File: src/inc/oag_regs.svh
// Register locations, address constants and field positions of the operand address generator.
// Assumes it is included by bare name wherever these values are needed.
`ifndef OAG_REGS_SVH
`define OAG_REGS_SVH

// Register-file location of the stack pointer.
`define OAG_SP_ADDR 8'hd9
// First location of the set-one area that indirect and indexed modes cannot reach.
`define OAG_SET_ONE_BASE 8'hc0
// Upper nibble that marks an 8-bit register field as a working register reference.
`define OAG_WREG_PREFIX 4'hc
// Upper byte forced onto an indirect-address table location.
`define OAG_IA_PAGE 8'h00
// Field positions inside a working register reference and a register pointer.
`define OAG_WREG_SEL_BIT 3
`define OAG_RP_SLICE_MSB 7
`define OAG_RP_SLICE_LSB 3
// Step of the stack pointer on each push or pop.
`define OAG_SP_STEP 8'h01
// Step between the two bytes of a pair or an indirect-address table entry.
`define OAG_BYTE_STEP 16'h0001

`endif

File: src/inc/oag_pkg.sv
// Types shared by the operand address generator and its surroundings.
// Assumes nothing beyond a SystemVerilog compiler.
package oag_pkg;

	// Explicit operand addressing modes.
	typedef enum logic [2:0] {
		OAG_MODE_REGISTER,
		OAG_MODE_INDIRECT_REGISTER,
		OAG_MODE_INDEXED,
		OAG_MODE_DIRECT,
		OAG_MODE_INDIRECT_ADDRESS,
		OAG_MODE_RELATIVE,
		OAG_MODE_IMMEDIATE
	} oag_mode_t;

	// Instruction classes that decide which modes are legal.
	typedef enum logic [3:0] {
		OAG_INSTR_PLAIN_LOAD,
		OAG_INSTR_PROGRAM_MEMORY_LOAD,
		OAG_INSTR_EXTERNAL_DATA_LOAD,
		OAG_INSTR_ABSOLUTE_JUMP,
		OAG_INSTR_CALL,
		OAG_INSTR_SHORT_RELATIVE_JUMP,
		OAG_INSTR_BIT_TEST_BRANCH_IF_FALSE,
		OAG_INSTR_BIT_TEST_BRANCH_IF_TRUE,
		OAG_INSTR_DECREMENT_BRANCH_NONZERO,
		OAG_INSTR_COMPARE_INCREMENT_BRANCH_EQUAL,
		OAG_INSTR_COMPARE_INCREMENT_BRANCH_UNEQUAL,
		OAG_INSTR_OTHER
	} oag_instr_t;

	// Space that an effective address points into.
	typedef enum logic [2:0] {
		OAG_SPACE_NONE,
		OAG_SPACE_REGISTER,
		OAG_SPACE_PROGRAM,
		OAG_SPACE_EXTERNAL,
		OAG_SPACE_PC
	} oag_space_t;

endpackage : oag_pkg

File: src/hdl/oag_top.sv
// Operand and branch-target address generator with the system stack pointer.
// Assumes a register file and program memory that return read data one cycle after the read.
//
// How it works
// - Stack pointer lives at register location D9H and addresses every push and pop.
// - Stack pointer has no reset value; contents are unknown until software writes it.
// - Push decrements then writes; pop reads then increments.
// - Seven addressing modes, each instruction allowed only its own subset.
// - Register mode takes the operand from the named register or register pair.
// - Working registers use a pointer to pick an 8-byte window, then one register.
// - Top bit picks pointer zero or one; five pointer bits join three address bits.
// - Register pairs start at an even address, high byte even, low byte odd.
// - Indirect register uses register contents as the address into the right space.
// - Any register points to a register; any pair points into memory.
// - Indirect register addressing cannot reach locations C0H to FFH.
// - Indexed adds offset to base and cannot reach locations C0H to FFH.
// - Short indexed offsets are signed, -128 to +127.
// - Indexed register access adds instruction base to working register offset.
// - Indexed memory access adds instruction offset to a working register pair base.
// - Only plain load indexes the register file; the two memory loads index memory.
// - Direct mode carries a 16-bit address, loaded into the PC for jump and call.
// - Memory loads accept a direct 16-bit address as source or destination.
// - Indirect address mode forces the upper byte to zero: lowest 256 program bytes.
// - Indirect address mode reads two program bytes as the next instruction address.
// - Indirect address mode is decoded only for the call instruction.
// - Relative mode adds a signed -128 to +127 displacement to the PC.
// - The PC already points past the current instruction when the displacement adds.
// - Relative mode serves the two bit tests, decrement branch, compare branches, jump.
`timescale 1ns/1ps
`include "oag_regs.svh"

module oag_top
(
	input wire logic clk,
	input wire logic nrst,
	input wire logic req_valid,
	output logic req_ready,
	input wire oag_pkg::oag_mode_t req_mode,
	input wire oag_pkg::oag_instr_t req_instr,
	input wire logic [7:0] req_reg,
	input wire logic req_work4,
	input wire logic req_pair,
	input wire logic req_short,
	input wire logic [15:0] req_operand,
	input wire logic [15:0] req_pc,
	input wire logic [2:0] req_length,
	input wire logic [7:0] register_pointer_zero,
	input wire logic [7:0] register_pointer_one,
	output logic rf_rd_en,
	output logic [7:0] rf_rd_addr,
	input wire logic [7:0] rf_rd_data,
	input wire logic rf_wr_en,
	input wire logic [7:0] rf_wr_addr,
	input wire logic [7:0] rf_wr_data,
	output logic [7:0] sp_rd_data,
	output logic pm_rd_en,
	output logic [15:0] pm_rd_addr,
	input wire logic [7:0] pm_rd_data,
	output logic ea_valid,
	output logic [15:0] ea_addr,
	output oag_pkg::oag_space_t ea_space,
	output logic ea_error,
	input wire logic stack_push,
	input wire logic stack_pop,
	output logic [7:0] stack_addr
);

	// ****************************************
	// Reset release
	// ****************************************
	logic rst_meta;
	logic rst_n;

	always_ff @(posedge clk or negedge nrst)
	begin
		if (!nrst)
		begin
			rst_meta <= 1'b0;
			rst_n <= 1'b0;
		end
		else
		begin
			rst_meta <= 1'b1;
			rst_n <= rst_meta;
		end
	end

	// ****************************************
	// Stack pointer
	// ****************************************
	logic [7:0] stack_pointer;
	logic sp_load;

	assign sp_load = rf_wr_en && (rf_wr_addr == `OAG_SP_ADDR);
	assign sp_rd_data = stack_pointer;

	// no reset value
	// The pointer is deliberately left out of the reset so that nothing relies on a value.
	// A software write wins over a push or pop in the same cycle.
	always_ff @(posedge clk)
	begin
		if (sp_load)
			stack_pointer <= rf_wr_data;
		else if (stack_push)
			stack_pointer <= stack_pointer - `OAG_SP_STEP;
		else if (stack_pop)
			stack_pointer <= stack_pointer + `OAG_SP_STEP;
	end

	// push writes below, pop reads at
	always_ff @(posedge clk or negedge rst_n)
	begin
		if (!rst_n)
			stack_addr <= 8'h00;
		else if (stack_push && !sp_load)
			stack_addr <= stack_pointer - `OAG_SP_STEP;
		else if (stack_pop && !sp_load)
			stack_addr <= stack_pointer;
	end

	// ****************************************
	// Request decode
	// ****************************************
	typedef enum logic [1:0] {OAG_ST_IDLE, OAG_ST_ISSUE, OAG_ST_CAPTURE, OAG_ST_FINISH} oag_state_t;

	oag_state_t state;
	logic [7:0] reg_addr;
	logic mode_ok;
	logic is_branch;
	logic is_mem_load;
	logic needs_fetch;
	logic fetch_two;
	logic fetch_pm;
	logic [15:0] fetch_start;
	logic odd_pair;
	logic [15:0] next_pc;

	assign req_ready = (state == OAG_ST_IDLE);

	always_comb
	begin
		if (req_work4 || (req_reg[7:4] == `OAG_WREG_PREFIX))
		begin
			if (req_reg[`OAG_WREG_SEL_BIT])
				reg_addr = {register_pointer_one[`OAG_RP_SLICE_MSB:`OAG_RP_SLICE_LSB], req_reg[2:0]};
			else
				reg_addr = {register_pointer_zero[`OAG_RP_SLICE_MSB:`OAG_RP_SLICE_LSB], req_reg[2:0]};
		end
		else
			reg_addr = req_reg;
	end

	assign is_branch = (req_instr == oag_pkg::OAG_INSTR_SHORT_RELATIVE_JUMP) ||
		(req_instr == oag_pkg::OAG_INSTR_BIT_TEST_BRANCH_IF_FALSE) ||
		(req_instr == oag_pkg::OAG_INSTR_BIT_TEST_BRANCH_IF_TRUE) ||
		(req_instr == oag_pkg::OAG_INSTR_DECREMENT_BRANCH_NONZERO) ||
		(req_instr == oag_pkg::OAG_INSTR_COMPARE_INCREMENT_BRANCH_EQUAL) ||
		(req_instr == oag_pkg::OAG_INSTR_COMPARE_INCREMENT_BRANCH_UNEQUAL);
	assign is_mem_load = (req_instr == oag_pkg::OAG_INSTR_PROGRAM_MEMORY_LOAD) ||
		(req_instr == oag_pkg::OAG_INSTR_EXTERNAL_DATA_LOAD);

	always_comb
	begin
		unique case (req_mode)
			oag_pkg::OAG_MODE_REGISTER: mode_ok = 1'b1;
			oag_pkg::OAG_MODE_INDIRECT_REGISTER: mode_ok = 1'b1;
			oag_pkg::OAG_MODE_IMMEDIATE: mode_ok = 1'b1;
			oag_pkg::OAG_MODE_INDEXED: mode_ok = is_mem_load ||
				(req_instr == oag_pkg::OAG_INSTR_PLAIN_LOAD);
			oag_pkg::OAG_MODE_DIRECT: mode_ok = is_mem_load ||
				(req_instr == oag_pkg::OAG_INSTR_ABSOLUTE_JUMP) ||
				(req_instr == oag_pkg::OAG_INSTR_CALL);
			oag_pkg::OAG_MODE_INDIRECT_ADDRESS: mode_ok = (req_instr == oag_pkg::OAG_INSTR_CALL);
			oag_pkg::OAG_MODE_RELATIVE: mode_ok = is_branch;
			default: mode_ok = 1'b0;
		endcase
	end

	assign odd_pair = reg_addr[0] && (req_pair || ((req_mode == oag_pkg::OAG_MODE_INDEXED) &&
		(req_instr != oag_pkg::OAG_INSTR_PLAIN_LOAD)));

	always_comb
	begin
		needs_fetch = 1'b0;
		fetch_two = 1'b0;
		fetch_pm = 1'b0;
		fetch_start = {8'h00, reg_addr};
		if (req_mode == oag_pkg::OAG_MODE_INDIRECT_REGISTER)
		begin
			needs_fetch = 1'b1;
			fetch_two = req_pair;
		end
		else if (req_mode == oag_pkg::OAG_MODE_INDEXED)
		begin
			needs_fetch = 1'b1;
			fetch_two = (req_instr != oag_pkg::OAG_INSTR_PLAIN_LOAD);
		end
		else if (req_mode == oag_pkg::OAG_MODE_INDIRECT_ADDRESS)
		begin
			needs_fetch = 1'b1;
			fetch_two = 1'b1;
			fetch_pm = 1'b1;
			fetch_start = {`OAG_IA_PAGE, req_operand[7:0]};
		end
	end

	assign next_pc = req_pc + {13'h0000, req_length};

	// ****************************************
	// Sequencer
	// ****************************************
	oag_pkg::oag_mode_t cur_mode;
	oag_pkg::oag_instr_t cur_instr;
	logic cur_pair;
	logic cur_short;
	logic cur_bad;
	logic cur_two;
	logic cur_pm;
	logic fetch_idx;
	logic [7:0] cur_reg;
	logic [15:0] cur_operand;
	logic [15:0] cur_next_pc;
	logic [15:0] fetch_addr;
	logic [15:0] data16;

	always_ff @(posedge clk or negedge rst_n)
	begin
		if (!rst_n)
			state <= OAG_ST_IDLE;
		else
		begin
			unique case (state)
				OAG_ST_IDLE:
					if (req_valid)
						state <= (needs_fetch && mode_ok && !odd_pair) ? OAG_ST_ISSUE : OAG_ST_FINISH;
				OAG_ST_ISSUE: state <= OAG_ST_CAPTURE;
				OAG_ST_CAPTURE: state <= (cur_two && !fetch_idx) ? OAG_ST_ISSUE : OAG_ST_FINISH;
				OAG_ST_FINISH: state <= OAG_ST_IDLE;
			endcase
		end
	end

	always_ff @(posedge clk or negedge rst_n)
	begin
		if (!rst_n)
		begin
			cur_mode <= oag_pkg::OAG_MODE_IMMEDIATE;
			cur_instr <= oag_pkg::OAG_INSTR_OTHER;
			cur_pair <= 1'b0;
			cur_short <= 1'b0;
			cur_bad <= 1'b0;
			cur_two <= 1'b0;
			cur_pm <= 1'b0;
			cur_reg <= 8'h00;
			cur_operand <= 16'h0000;
			cur_next_pc <= 16'h0000;
		end
		else if ((state == OAG_ST_IDLE) && req_valid)
		begin
			cur_mode <= req_mode;
			cur_instr <= req_instr;
			cur_pair <= req_pair;
			cur_short <= req_short;
			cur_bad <= !mode_ok || odd_pair;
			cur_two <= fetch_two;
			cur_pm <= fetch_pm;
			cur_reg <= reg_addr;
			cur_operand <= req_operand;
			cur_next_pc <= next_pc;
		end
	end

	// high byte first from the even address
	always_ff @(posedge clk or negedge rst_n)
	begin
		if (!rst_n)
		begin
			fetch_addr <= 16'h0000;
			fetch_idx <= 1'b0;
			data16 <= 16'h0000;
		end
		else if ((state == OAG_ST_IDLE) && req_valid)
		begin
			fetch_addr <= fetch_start;
			fetch_idx <= 1'b0;
			data16 <= 16'h0000;
		end
		else if (state == OAG_ST_CAPTURE)
		begin
			data16 <= {data16[7:0], cur_pm ? pm_rd_data : rf_rd_data};
			fetch_addr <= fetch_addr + `OAG_BYTE_STEP;
			fetch_idx <= 1'b1;
		end
	end

	// program memory reads for the table entry
	assign pm_rd_en = (state == OAG_ST_ISSUE) && cur_pm;
	assign pm_rd_addr = fetch_addr;
	assign rf_rd_en = (state == OAG_ST_ISSUE) && !cur_pm;
	assign rf_rd_addr = fetch_addr[7:0];

	// ****************************************
	// Effective address
	// ****************************************
	logic [15:0] next_ea;
	oag_pkg::oag_space_t next_space;
	logic next_err;
	logic [15:0] index_offset;
	logic [7:0] reg_sum;
	oag_pkg::oag_space_t mem_space;

	assign index_offset = cur_short ? {{8{cur_operand[7]}}, cur_operand[7:0]} : cur_operand;
	assign reg_sum = cur_operand[7:0] + data16[7:0];
	assign mem_space = (cur_instr == oag_pkg::OAG_INSTR_EXTERNAL_DATA_LOAD) ?
		oag_pkg::OAG_SPACE_EXTERNAL : oag_pkg::OAG_SPACE_PROGRAM;

	always_comb
	begin
		next_ea = 16'h0000;
		next_space = oag_pkg::OAG_SPACE_NONE;
		next_err = cur_bad;
		unique case (cur_mode)
			oag_pkg::OAG_MODE_REGISTER:
			begin
				next_ea = {8'h00, cur_reg};
				next_space = oag_pkg::OAG_SPACE_REGISTER;
			end
			oag_pkg::OAG_MODE_INDIRECT_REGISTER:
			begin
				if (cur_pair)
				begin
					next_ea = data16;
					next_space = mem_space;
				end
				else
				begin
					next_ea = {8'h00, data16[7:0]};
					next_space = oag_pkg::OAG_SPACE_REGISTER;
					next_err = cur_bad || (data16[7:0] >= `OAG_SET_ONE_BASE);
				end
			end
			oag_pkg::OAG_MODE_INDEXED:
			begin
				if (cur_instr == oag_pkg::OAG_INSTR_PLAIN_LOAD)
				begin
					next_ea = {8'h00, reg_sum};
					next_space = oag_pkg::OAG_SPACE_REGISTER;
					next_err = cur_bad || (reg_sum >= `OAG_SET_ONE_BASE);
				end
				else
				begin
					next_ea = data16 + index_offset;
					next_space = mem_space;
				end
			end
			// full address, PC target for jump and call
			oag_pkg::OAG_MODE_DIRECT:
			begin
				next_ea = cur_operand;
				next_space = ((cur_instr == oag_pkg::OAG_INSTR_ABSOLUTE_JUMP) ||
					(cur_instr == oag_pkg::OAG_INSTR_CALL)) ? oag_pkg::OAG_SPACE_PC : mem_space;
			end
			oag_pkg::OAG_MODE_INDIRECT_ADDRESS:
			begin
				next_ea = data16;
				next_space = oag_pkg::OAG_SPACE_PC;
			end
			// signed displacement onto the following address
			oag_pkg::OAG_MODE_RELATIVE:
			begin
				next_ea = cur_next_pc + {{8{cur_operand[7]}}, cur_operand[7:0]};
				next_space = oag_pkg::OAG_SPACE_PC;
			end
			oag_pkg::OAG_MODE_IMMEDIATE:
			begin
				next_ea = cur_operand;
				next_space = oag_pkg::OAG_SPACE_NONE;
			end
			default:
			begin
				next_err = 1'b1;
			end
		endcase
		if (next_err)
			next_space = oag_pkg::OAG_SPACE_NONE;
	end

	always_ff @(posedge clk or negedge rst_n)
	begin
		if (!rst_n)
		begin
			ea_valid <= 1'b0;
			ea_error <= 1'b0;
			ea_addr <= 16'h0000;
			ea_space <= oag_pkg::OAG_SPACE_NONE;
		end
		else
		begin
			ea_valid <= (state == OAG_ST_FINISH);
			ea_error <= (state == OAG_ST_FINISH) && next_err;
			if (state == OAG_ST_FINISH)
			begin
				ea_addr <= next_ea;
				ea_space <= next_space;
			end
		end
	end

	// ****************************************
	// Checks
	// ****************************************
	a_push_decrement: assert property (@(posedge clk) disable iff (!rst_n)
		stack_push && !sp_load |=> stack_addr == $past(stack_pointer) - 8'h01 &&
		stack_pointer == stack_addr) else $error("push did not pre-decrement");
	a_pop_increment: assert property (@(posedge clk) disable iff (!rst_n)
		stack_pop && !stack_push && !sp_load |=> stack_addr == $past(stack_pointer) &&
		stack_pointer == stack_addr + 8'h01) else $error("pop did not post-increment");
	a_sp_write: assert property (@(posedge clk) disable iff (!rst_n)
		rf_wr_en && rf_wr_addr == 8'hd9 |=> sp_rd_data == $past(rf_wr_data))
		else $error("stack pointer write lost");
	a_ia_call_only: assert property (@(posedge clk) disable iff (!rst_n)
		req_ready && req_valid && req_mode == oag_pkg::OAG_MODE_INDIRECT_ADDRESS &&
		req_instr != oag_pkg::OAG_INSTR_CALL |=> ##1 ea_valid && ea_error)
		else $error("indirect address accepted outside call");
	a_ia_low_page: assert property (@(posedge clk) disable iff (!rst_n)
		pm_rd_en && !fetch_idx |-> pm_rd_addr[15:8] == 8'h00 ##2 pm_rd_en)
		else $error("indirect table read left the low page or missed its second byte");
	a_rel_target: assert property (@(posedge clk) disable iff (!rst_n)
		req_ready && req_valid && req_mode == oag_pkg::OAG_MODE_RELATIVE &&
		req_instr == oag_pkg::OAG_INSTR_SHORT_RELATIVE_JUMP |=> ##1 ea_valid && !ea_error &&
		ea_addr == $past(req_pc, 2) + $past(req_length, 2) +
		{{8{$past(req_operand[7], 2)}}, $past(req_operand[7:0], 2)})
		else $error("relative target wrong");
	a_set_one_block: assert property (@(posedge clk) disable iff (!rst_n)
		ea_valid && ea_space == oag_pkg::OAG_SPACE_REGISTER &&
		$past(cur_mode) != oag_pkg::OAG_MODE_REGISTER |-> ea_addr[7:0] < 8'hc0)
		else $error("set-one location reached indirectly");
	a_wreg_compose: assert property (@(posedge clk) disable iff (!rst_n)
		req_ready && req_valid && req_work4 && req_mode == oag_pkg::OAG_MODE_REGISTER &&
		!req_reg[3] |=> ##1 ea_addr[7:0] == {$past(register_pointer_zero[7:3], 2),
		$past(req_reg[2:0], 2)}) else $error("working register address wrong");
	a_fetch_bounded: assert property (@(posedge clk) disable iff (!rst_n)
		req_ready && req_valid |-> ##[1:6] ea_valid) else $error("address never produced");

endmodule : oag_top

File: config.mk
export PLATFORM = sky130hd
export DESIGN_NAME = oag_top
export DESIGN_NICKNAME = d
export VERILOG_FILES = /design/src/inc/oag_pkg.sv /design/src/hdl/oag_top.sv
export VERILOG_INCLUDE_DIRS = /design/src /design/src/inc
export SDC_FILE = /design/constraint.sdc
export NUM_CORES = 1
export LEC_CHECK = 0
export ABC_CLOCK_PERIOD_IN_PS = 4900
export BUFFER_PORTS_ARGS = -buffer_cell sky130_fd_sc_hd__buf_2
export CAP_MARGIN = 25
export CORE_ASPECT_RATIO = 0.8
export CORE_MARGIN = 2
export CORE_UTILIZATION = 55
export DETAILED_ROUTE_END_ITERATION = 12
export HOLD_SLACK_MARGIN = 0.12
export PLACE_DENSITY_LB_ADDON = 0.25
export SLEW_MARGIN = 10
export SYNTH_ARGS = -nofsm -noshare
export SYNTH_HDL_FRONTEND = slang
export SYNTH_SLANG_ARGS = --single-unit
File: constraint.sdc
create_clock -name clk -period 4.9 [get_ports clk]
set_input_delay 0.245 -clock clk [delete_from_list [all_inputs] [get_ports clk]]
set_output_delay 0.245 -clock clk [all_outputs]
set_load 0.01 [all_outputs]
**Word-level counts from Yosys, hierarchy flattened**

Cells that the tools add are included.

- Register bits after elaboration: 126
- Bits in latches: 0
- RAM bits: 0
- Bits in read-only memories: 0
- Input port bits: 107
- Output and inout port bits: 64
- Memories: 0

- Add/subtract/negate cells: 7
- Multiply operators: 0
- Divide/modulo/power cells: 0
- Order comparisons: 2
- Equality and inequality tests: 31
- Shift-type cells: 0
- Multiplexer cells: 42
- Bitwise logic cells: 0
- Reduce and logical (&&, ||, !) cells: 45

Operators by type and width:

| cell | number |
|---|---|
| $mux 16 | 7 |
| $pmux 16 s6 | 1 |
| $mux 8 | 11 |
| $add 16x16->16 | 2 |
| $eq 4x3->1 const B | 5 |
| $eq 3x3->1 const B | 6 |
| $add 16x1->16 const B | 1 |
| $add 16x3->16 | 1 |
| $eq 4x2->1 const B | 4 |
| $eq 4x4->1 const B | 4 |
| $ge 8x8->1 const B | 2 |
| $logic_or 1x1->1 | 15 |
| $pmux 3 s5 | 1 |
| $eq 3x2->1 const B | 4 |
| $logic_and 1x1->1 | 12 |
| $mux 1 | 12 |
| $mux 2 | 5 |
| $add 8x1->8 const B | 1 |
| $add 8x8->8 | 1 |
| $eq 8x8->1 const B | 1 |
| $logic_not 4->1 | 2 |
| $pmux 2 s4 | 1 |
| $sub 8x1->8 const B | 1 |
| $eq 3x1->1 const B | 2 |
| other kinds (16) | 25 |

**Depth between registers and ports, before layout**

Gate-level depths: netlist (run 1).

- Depth after elaboration: 12
- Mapped depth: 11

**Worst setup path after synthesis (run 1)**

No wires, ideal clock.

- Path type: register to register
- Start point: reg cur_operand[0]
- End point: reg ea_addr[10]
- Setup time: 126 ps
- Data arrival time: 2212 ps
- Data required time: 4774 ps
- Slack: 2562 ps
- Cell stages (with the launch flop): 9
- Path buffers: 0
- Period minus slack after synthesis: 2338 ps
- Cell sequence: dfrtp_1 > ha_1 > fa_1 > a21o_1 > a221oi_1 > o21ai_0 > xor2_1 > a221oi_1 > nor2_1

- Longest elaborated chain between the ends: 4
- Elaborated cells between the ends (all ways): 5
- Those cells by class: add/sub: 2; mux: 3

Ends and longest elaborated chain:

| item | line | text |
|---|---|---|
| start: declaration | oag_top.sv:221 | `logic [15:0] cur_operand;` |
| start signal: assignment | oag_top.sv:268 | `cur_operand <= req_operand;` |
| $mux 16 | oag_top.sv:312 | `assign index_offset = cur_short ? {{8{cur_operand[7]}}, cur_operand[7:0]} : cur_operand;` |
| $add 16x16->16 | oag_top.sv:352 | `next_ea = data16 + index_offset;` |
| $mux 16 | oag_top.sv:344 | `if (cur_instr == oag_pkg::OAG_INSTR_PLAIN_LOAD)` |
| $pmux 16 s6 (*) | oag_top.sv:322 | `unique case (cur_mode)` |
| end signal: assignment | oag_top.sv:403 | `ea_addr <= next_ea;` |
| end: declaration | oag_top.sv:60 | `output logic [15:0] ea_addr,` |

Every way passes the cells marked *; elsewhere a longest branch is shown, timed or not.
A chain may end at the register's enable or synchronous reset.

**Worst setup path in the final report (run 1)**

- Start point: reg cur_short
- End point: reg ea_addr[13]

- Longest elaborated chain between the ends: 4

Ends and longest elaborated chain:

| item | line | text |
|---|---|---|
| start: declaration | oag_top.sv:215 | `logic cur_short;` |
| start signal: assignment | oag_top.sv:263 | `cur_short <= req_short;` |
| $mux 16 | oag_top.sv:312 |  |
| $add 16x16->16 | oag_top.sv:352 |  |
| $mux 16 | oag_top.sv:344 |  |
| $pmux 16 s6 | oag_top.sv:322 |  |

Every way passes these cells.

==> results, run 1 <==
- The run finished with clean final reports.
- Clock tree synthesis inserted a total of 17 buffers.
- Across the run, the number of max-cap violations was 0.
- After synthesis, flip-flops and latches occupy 38.51% of the total area.
- The number of pins with negative max-slew slack in the final report is 0.
- The worst setup path is captured at a register.
- The total global routing track utilization is 29.65%.
- In this run the worst path has a maximum fanout of 10.
- The root buffer selected by CTS is sky130_fd_sc_hd__clkbuf_16.
- After clock tree synthesis, the repair step resized 0 gates.
- In this run, the number of DRC markers left after iteration 0 of detailed routing was 654.
- After synthesis, the largest family of logic cells by area is compound AO/OA/AOI/OAI gates.
- The required time of the critical path is a little over 5000 ps.
- Summing every instance area after synthesis gives 8307 um2.
- The relative area change from synthesis to final layout is 22.04%.
- The per-instance average area after synthesis is 9.059 um2.
- The leading cell type by number of instances after synthesis is sky130_fd_sc_hd__dfrtp_1.
- Yosys printed 0 warnings.
- The min-delay analysis places its worst path in the category in -> reg.
- The final clock period utilization by the worst path is 59.71%.
- For this design the ratio of total power to cell area is 686.5 nW/um2.
- Traced cell by cell, the critical path runs through nand2_1, o21ai_0, ha_1, a21oi_1, nor2_1, a211oi_1, o211ai_1, xnor2_1, o221ai_1.
- The count of state elements after synthesis is 126.
- Before antenna repair, the detailed router went through 5 iterations.
- Input and output buffers added on the ports amount to 164.
- After detailed routing, the number of vias per cell comes to 5.963.
- In the synthesized netlist the async set-or-reset flop fraction comes to 93.65%.
- In the post-route analysis, the smallest setup slack over all paths is 1974 ps.
- For the final database, setup skew stands at 11.98 ps.
- The maximum ir drop on the vdd rail is 329.2 uV.
- The multiplexer share of the synthesized area is 7.622%.
- For this design, the slowest cell found on the critical path is sky130_fd_sc_hd__dfrtp_1.
- Buffers inserted to repair hold after CTS numbered 35.
- At the later pin of the worst-skew pair, clock insertion delay measures 430 ps.
- After Yosys synthesis, XOR and XNOR cells account for 4.639% of the synthesized area.
- Counting instances in the post-synthesis netlist gives the leading cell types as sky130_fd_sc_hd__dfrtp_1, sky130_fd_sc_hd__nand2_1, sky130_fd_sc_hd__o21ai_0.
- Setup violations remaining at the end of the flow were counted as 0.
- Measured against its own limit, the worst slew margin works out to 37.85%.
- The number of antenna-violating nets in the routed design is 0.
- The kind of launch point of the worst setup path is a register.
- The routed layout has 7710 vias.
- The synthesized netlist devotes 16.39% of its cell area to simple gates.
- After the last flow step, the layout net total stands at 1237.
- Data arrives at the worst endpoint at roughly 3200 ps.
- Summing the areas of all compound-gate instances in the mapped netlist gives 22.37% of the synthesized area.
- For this design the static power due to leakage is 4.605 nW.
- In this design, the stage delay of the slowest critical-path cell is 530 ps.
- The worst setup path is of the reg -> reg kind.
- Of the post-synthesis cell area, the dominant cell type holds 34.04%.
- The number of antenna violations at the first check in global routing is 0.
- CTS built an H-tree with a depth of 4.
- The average wire per cell in the routed design is 17.70 um.
- The floorplan has 40 rows.
- The area of the die is 16110 um2.
- Measured along the y axis, the die boundary spans ~110 um.
- The routed design has 22.88 mm of wire.
- The final-layout fill cell count is 1197.
- The floorplan step set the die width to about 140 um.
- The hold violation total from the final report is 0.
- Cells with a size suffix above 1 make up 23.64% of the layout.
- The biggest area contributor in the post-synthesis netlist is sky130_fd_sc_hd__dfrtp_1.
- The congestion estimate from routability-driven global placement came to 0.9401.
- The largest net degree at the start of global routing is 66.
- The prevailing post-synth register cell is sky130_fd_sc_hd__dfrtp_1.
- The worst-case clock buffer depth is 2.
- The number of top-level design ports is 171.
- The clock-pin slew reported for the worst setup and hold paths after clock tree synthesis is around 60 ps.
- The placeable core area is 14910 um2.
- Sorting the synthesized cells by area gives the leading types as sky130_fd_sc_hd__dfrtp_1, sky130_fd_sc_hd__ha_1, sky130_fd_sc_hd__o21ai_0.
- The HPWL after detailed placement is ~16 mm.
- Setup repair after global routing left no endpoint under its margin.
- At the pin with the least slew margin, the transition time is between 900 and 1000 ps.
- Before CTS, the worst setup slack after placement is 2075 ps.
- The number of flops mapped to enable cells by yosys is 8.
- After detailed routing, the number of remaining DRC violations is 0.
- The number of nets in the synthesized netlist is ~1100.
- The buffers inserted during post-CTS setup optimization is 0.
- The post-route setup TNS is 0 ps.
- The cell count after synthesis came out at 917.
- The antenna cell count is 0.
- The clock net sink count is between 100 and 150.
- The maximum operating frequency is 341.8 MHz.
- TritonCTS built the clock tree.
- The total overflow left after global routing is 0.
- The adder-cell share of the synthesized area is about 6.3%.
- The number of different library cells used by synthesis comes to 76.
- The number of global-route vias before repair was around 7300.
- The starting density of the core is 55.70%.
- The first global-routing pass estimated 37.69 mm of wire.
- Subtracting the final worst setup slack from the clock period gives 2926 ps.
==> worst max-delay path, delay by kind of cell, from the launching register on <==
family	cells	cell delay, ps
flops	1	530
simple gates	2	390
compound gates	5	1260
fa+ha+maj	1	380
xor+xnor	1	220
==> cells by family after synthesis <==
kind of cell    after synthesis
compound gates              290
fa+ha+maj                    40
simple gates                282
xor+xnor                     44
flops                       126
other cells                   1
mux                          59
buf+inv                      75
==> area by class of cell <==
type	count	area, um2	share of cell area [%]
clock buffer	20	466.7	4.604
inverter	25	93.84	0.9257
multi-input combinational	716	4765	47.00
clock inverter	12	156.4	1.543
tap	189	236.5	2.333
timing repair buffer	205	1216	12.00
sequential	126	3203	31.60
==> power by group <==
| group | internal, mW | total, mW | leakage [nW] | switching (mW) |
|---|---|---|---|---|
| Sequential | 1.53 | 2.15 | 1.53 | 0.623 |
| Combinational | 1.50 | 3.47 | 2.77 | 1.97 |
| Clock | 0.843 | 1.34 | 0.303 | 0.496 |
| Total | 3.87 | 6.96 | 4.61 | 3.09 |
==> metrics by stage <==
step	total power, mW	std cells	utilization [%]	hold WS [ps]	area (um2)
3_3_place_gp	5.461	1226	61.44	30.39	9164
6_report	6.959	1293	67.97	125.9	10140
2_1_floorplan	4.525	917	-	-50.59	8307
4_1_cts	6.897	1293	67.97	125.1	10140
5_1_grt	7.489	1293	67.97	142.0	10140
3_5_place_dp	5.509	1226	61.44	38.61	9164
==> cells in the final DEF, fill, tap and decap left out, drive strengths merged, types with 14 or more instances in the layout <==
| cell type | netlist | layout |
|---|---|---|
| nor3 | 14 | 14 |
| buf | 22 | 170 |
| o211ai | 14 | 14 |
| xnor2 | 22 | 22 |
| a21oi | 65 | 65 |
| xor2 | 22 | 22 |
| o21ai | 92 | 92 |
| a31oi | 16 | 16 |
| dfrtp | 113 | 113 |
| nor2 | 63 | 63 |
| inv | 25 | 28 |
| mux2i | 25 | 25 |
| ha | 36 | 36 |
| clkbuf | 28 | 20 |
| dlygate4sd3 | 0 | 35 |
| a21o | 17 | 17 |
| nand3 | 22 | 22 |
| mux2 | 34 | 34 |
| nand2 | 102 | 102 |
==> metal layers <==
layer  share of wire, %  up-vias  track usage (%)  wire length (um)
met1                 49     3680            44.89             11130
met4                1.3        0            7.133               297
li1                   -     3716                -                 -
met3                7.7       28            7.515              1767
met2                 42      286            42.65              9685
met5                  0        -                0                 0
==> final timing paths <==
check                                start  cells after the start               to  slack [ps]
worst max register to register   cur_short                      9      ea_addr[13]        1970
max in group asynchronous            rst_n                      1  cur_operand[15]        3260
worst min-delay path            req_pc[12]                      3  cur_next_pc[12]         130
worst min register to register    rst_meta                      0            rst_n         370
worst max-delay path             cur_short                      9      ea_addr[13]        1970
min in group asynchronous            rst_n                      0    pm_rd_addr[6]         440
(Power assumes the default switching activity.)
==> inputs of run 2 (changes only) <==
- ABC_CLOCK_PERIOD_IN_PS: 4900 -> 2800
- clock period: 4.9 -> 2.8 ns (I/O delays scaled with it)
==> run 2 against run 1 <==
Effect of this change: global-route usage is 1.8 points higher; combinational power is 88% higher; count of clock-buffer cells in the layout unchanged; die area is the same; sequential share of layout area is 1.7 points lower; wire length up 7.7%; first-iteration DRC count decreased by 11%; setup slack lost 1800 ps; cell count rose by 4.3%; sequential power increased by 70%; power increased by 80%; non-clock buffer count rose by 56; highest routed layer unchanged.
==> results, run 2 (synthesis results as in run 1) <==
- The worst reg-to-reg path cell count came to 9 (unchanged).
- The number of pins with negative max-slew slack in the final report was 0 (unchanged).
- The proportion of power drawn by combinational gates is 51.9% (+2.0 points).
- The number of antenna violations at the first check in global routing is 0 (unchanged).
- The worst setup path is launched from a register.
- Relative to the synthesized area, the layout overhead comes to 28.88%.
- The post-route worst setup slack was 157.9 ps (-1816 ps).
- The post-layout instance area is 10710 um2 (+5.6%).
- The utilization after layout is 71.78% (+3.8 points).
- The clock-pin slew reported for the worst setup and hold paths after clock tree synthesis is 60 ps (about the same).
- The net total in the final layout was 1293 (+4.5%).
- The depth of the CTS H-tree is 4 (unchanged).
- The global-route wire length before repair was 39.72 mm (+5.4%).
- The critical path start-end classification is reg -> reg.
- The maximum operating frequency came to 378.5 MHz (+11%).
- The last weighted congestion value of the routability-driven placer is 0.9506 (+1.1%).
- Setup repair after global routing left no endpoint under its margin.
- The count of TritonRoute iterations in the first routing pass is 5 (unchanged).
- The total leakage power is 4.863 nW (+5.6%).
- The number of standard-cell rows in the floorplan is 40 (unchanged).
- The total length of routed wires is 24.65 mm (+7.7%).
- The transition at the pin with the smallest max-transition slack is 715.5 ps (-214.8 ps).
- The stage delay of the slowest cell on the critical path came to 460 ps (-70 ps).
- The starting density of the core is 55.70% (unchanged).
- The data arrival time of the critical path is 2930 ps (-280 ps).
- Traced cell by cell, the critical path runs through ha_1, inv_1, fa_1, nand2b_1, a2111oi_2, a211oi_1, o2111a_1, nor2_1, o211ai_1.
- The root buffer selected by CTS is sky130_fd_sc_hd__clkbuf_16.
- The horizontal die dimension is 141.4 um (unchanged).
- The total global routing track utilization was 31.43% (+1.8 points).
- The mean number of vias per cell was 5.968 (about the same).
- The run finished with clean final reports.
- The pre-CTS setup slack is 140.8 ps (-1934 ps).
- The number of top-level design ports is 171 (unchanged).
- The maximum ir drop on the vdd rail was 616.7 uV (+87%).
- The number of antenna-violating nets in the routed design is 0 (unchanged).
- The final-layout fill cell count is 1115 (-6.9%).
- The cell type group with the largest total delay on the critical path is compound AO/OA/AOI/OAI gates.
- The HPWL after detailed placement came to 17.06 mm (+3.9%).
- The number of global-route vias before repair was 7780 (+6.7%).
- The total power divided by cell area is 1173 nW/um2 (+71%).
- The placed instance area is 9301 um2 (+1.5%).
- The number of setup violations in the final report was 0 (unchanged).
- The fraction of layout cells with a size suffix above 1 is 23.97% (+0.32 points).
- The via count is 8051 (+4.4%).
- The DRC violation count after routing was 0 (unchanged).
- The worst-path maximum fanout is 4 (-6).
- The clock period minus worst slack is 2642 ps (-283.5 ps).
- The placeable core area was 14910 um2 (unchanged).
- The final clock period utilization by the worst path was 94.36% (+35 points).
- The highest-delay cell along the critical path is sky130_fd_sc_hd__dfrtp_1.
- The instance count on the critical path is 9 (unchanged).
- The worst-case register-to-register setup slack came to 160 ps (-1820 ps).
- The post-route setup TNS is 0 ps (unchanged).
- The average wire per cell in the routed design is 18.27 um (+3.3%).
- The number of buffers inserted during clock tree synthesis came to 17 (unchanged).
- The number of buffers inserted by port buffering was 164 (unchanged).
- The remaining global-route overflow was 0 (unchanged).
- The number of violations of the max-capacitance limit is 0 (unchanged).
- The worst-case clock buffer depth is 2 (unchanged).
- The buffers inserted during post-CTS setup optimization is 0 (unchanged).
- The hold violation total from the final report came to 0 (unchanged).
- The share of power burned in registers is 29.2% (-1.7 points).
- The worst hold path class is in -> reg.
- Leaving out fill and tap cells, the most frequent cell in the layout is sky130_fd_sc_hd__buf_2.
- The clock network fraction of total power came to 18.9% (-0.3 points).
- The proportion of total power due to net switching is 43.87% (-0.49 points).
- The antenna cell count was 0 (unchanged).
- TritonCTS built the clock tree.
- The largest net degree at the start of global routing is 93 (+41%).
- The clock latency of the later-clocked register in the worst-skew pair was 440 ps (about the same).
- The remaining max-slew budget at the tightest pin was 52.30% (+14 points).
- The internal power was 7.046 mW (+82%).
- The required time of the critical path came to 3090 ps (-2090 ps).
- The worst setup path is captured at a register.
- The sum of buffers and inverters on the critical path is 1 (+1).
- The area of the die is 16110 um2 (unchanged).
- In the layout the commonest cells are sky130_fd_sc_hd__buf_2, sky130_fd_sc_hd__dfrtp_1, sky130_fd_sc_hd__nand2_1, sky130_fd_sc_hd__o21ai_0, sky130_fd_sc_hd__dlygate4sd3_1.
- The vertical die dimension is 113.9 um (unchanged).
- The worst clock skew is 9.941 ps (-2.037 ps).
- The net switching power of the design came to 5.506 mW (+78%).
- The number of DRC markers after the initial detailed-route iteration is 579 (-11%).
- The clock net sink count is 126 (unchanged).
- The hold path depth was 4 (+1).
## run 2: per-layer routing
| metal | part of all wire, % | GRT usage (%) | wire, um |
|---|---|---|---|
| met5 | 0 | 0 | 0 |
| met4 | 1.9 | 10.13 | 468 |
| met3 | 8.5 | 8.900 | 2101 |
| met2 | 44 | 47.09 | 10730 |
| met1 | 46 | 44.33 | 11350 |
## run 2: power by group through the flow
stage                     Combinational (mW)  Clock [mW]  Sequential (mW)
after global routing                    7.19        2.46             3.77
after floorplan                         4.55           0             3.37
after CTS                               6.37        2.38             3.64
after global placement                  6.10           0             3.63
final                                   6.52        2.37             3.66
after detailed placement                6.19           0             3.66
## run 2: layout make-up
class                           instances  area, um2  area share (%)
Sequential cell                       126       3203           29.92
Clock inverter                         12      155.1           1.449
Clock buffer                           20      478.0           4.465
Multi-Input combinational cell        716       4775           44.60
Inverter                               25      93.84          0.8766
Timing Repair Buffer                  261       1764           16.48
Tap cell                              189      236.5           2.209
## run 2: through the flow
step                cells  hold WS, ps  power [mW]
floorplan             917       -155.6       7.918
global placement     1241       -74.35       9.732
detailed placement   1241       -72.82       9.853
CTS                  1349        138.7       12.39
global route         1349        168.3       13.43
finish               1349        150.9       12.55
## run 2: timing repair
item	4_1_cts	5_1_grt
resized for setup	0	3
setup endpoints to repair	0	4
hold buffers	76	0
hold endpoints to repair	67	0
## run 2: path summary, 6_finish.rpt
path,start,to
setup / recovery,cur_operand[0],ea_addr[14]
hold / removal,req_length[1],cur_next_pc[1]
setup reg to reg,cur_operand[0],ea_addr[14]
hold reg to reg,rst_n,pm_rd_addr[12]
max in group asynchronous,rst_n,cur_instr[1]
min in group asynchronous,rst_n,pm_rd_addr[12]
## run 2: worst reg2reg max path, cell delays in order (launching register included)
cell and delay, ps:
sky130_fd_sc_hd__dfrtp_1 460, sky130_fd_sc_hd__ha_1 230, sky130_fd_sc_hd__inv_1 60, sky130_fd_sc_hd__fa_1 390
sky130_fd_sc_hd__nand2b_1 200, sky130_fd_sc_hd__a2111oi_2 320, sky130_fd_sc_hd__a211oi_1 160, sky130_fd_sc_hd__o2111a_1 280
sky130_fd_sc_hd__nor2_1 260, sky130_fd_sc_hd__o211ai_1 140
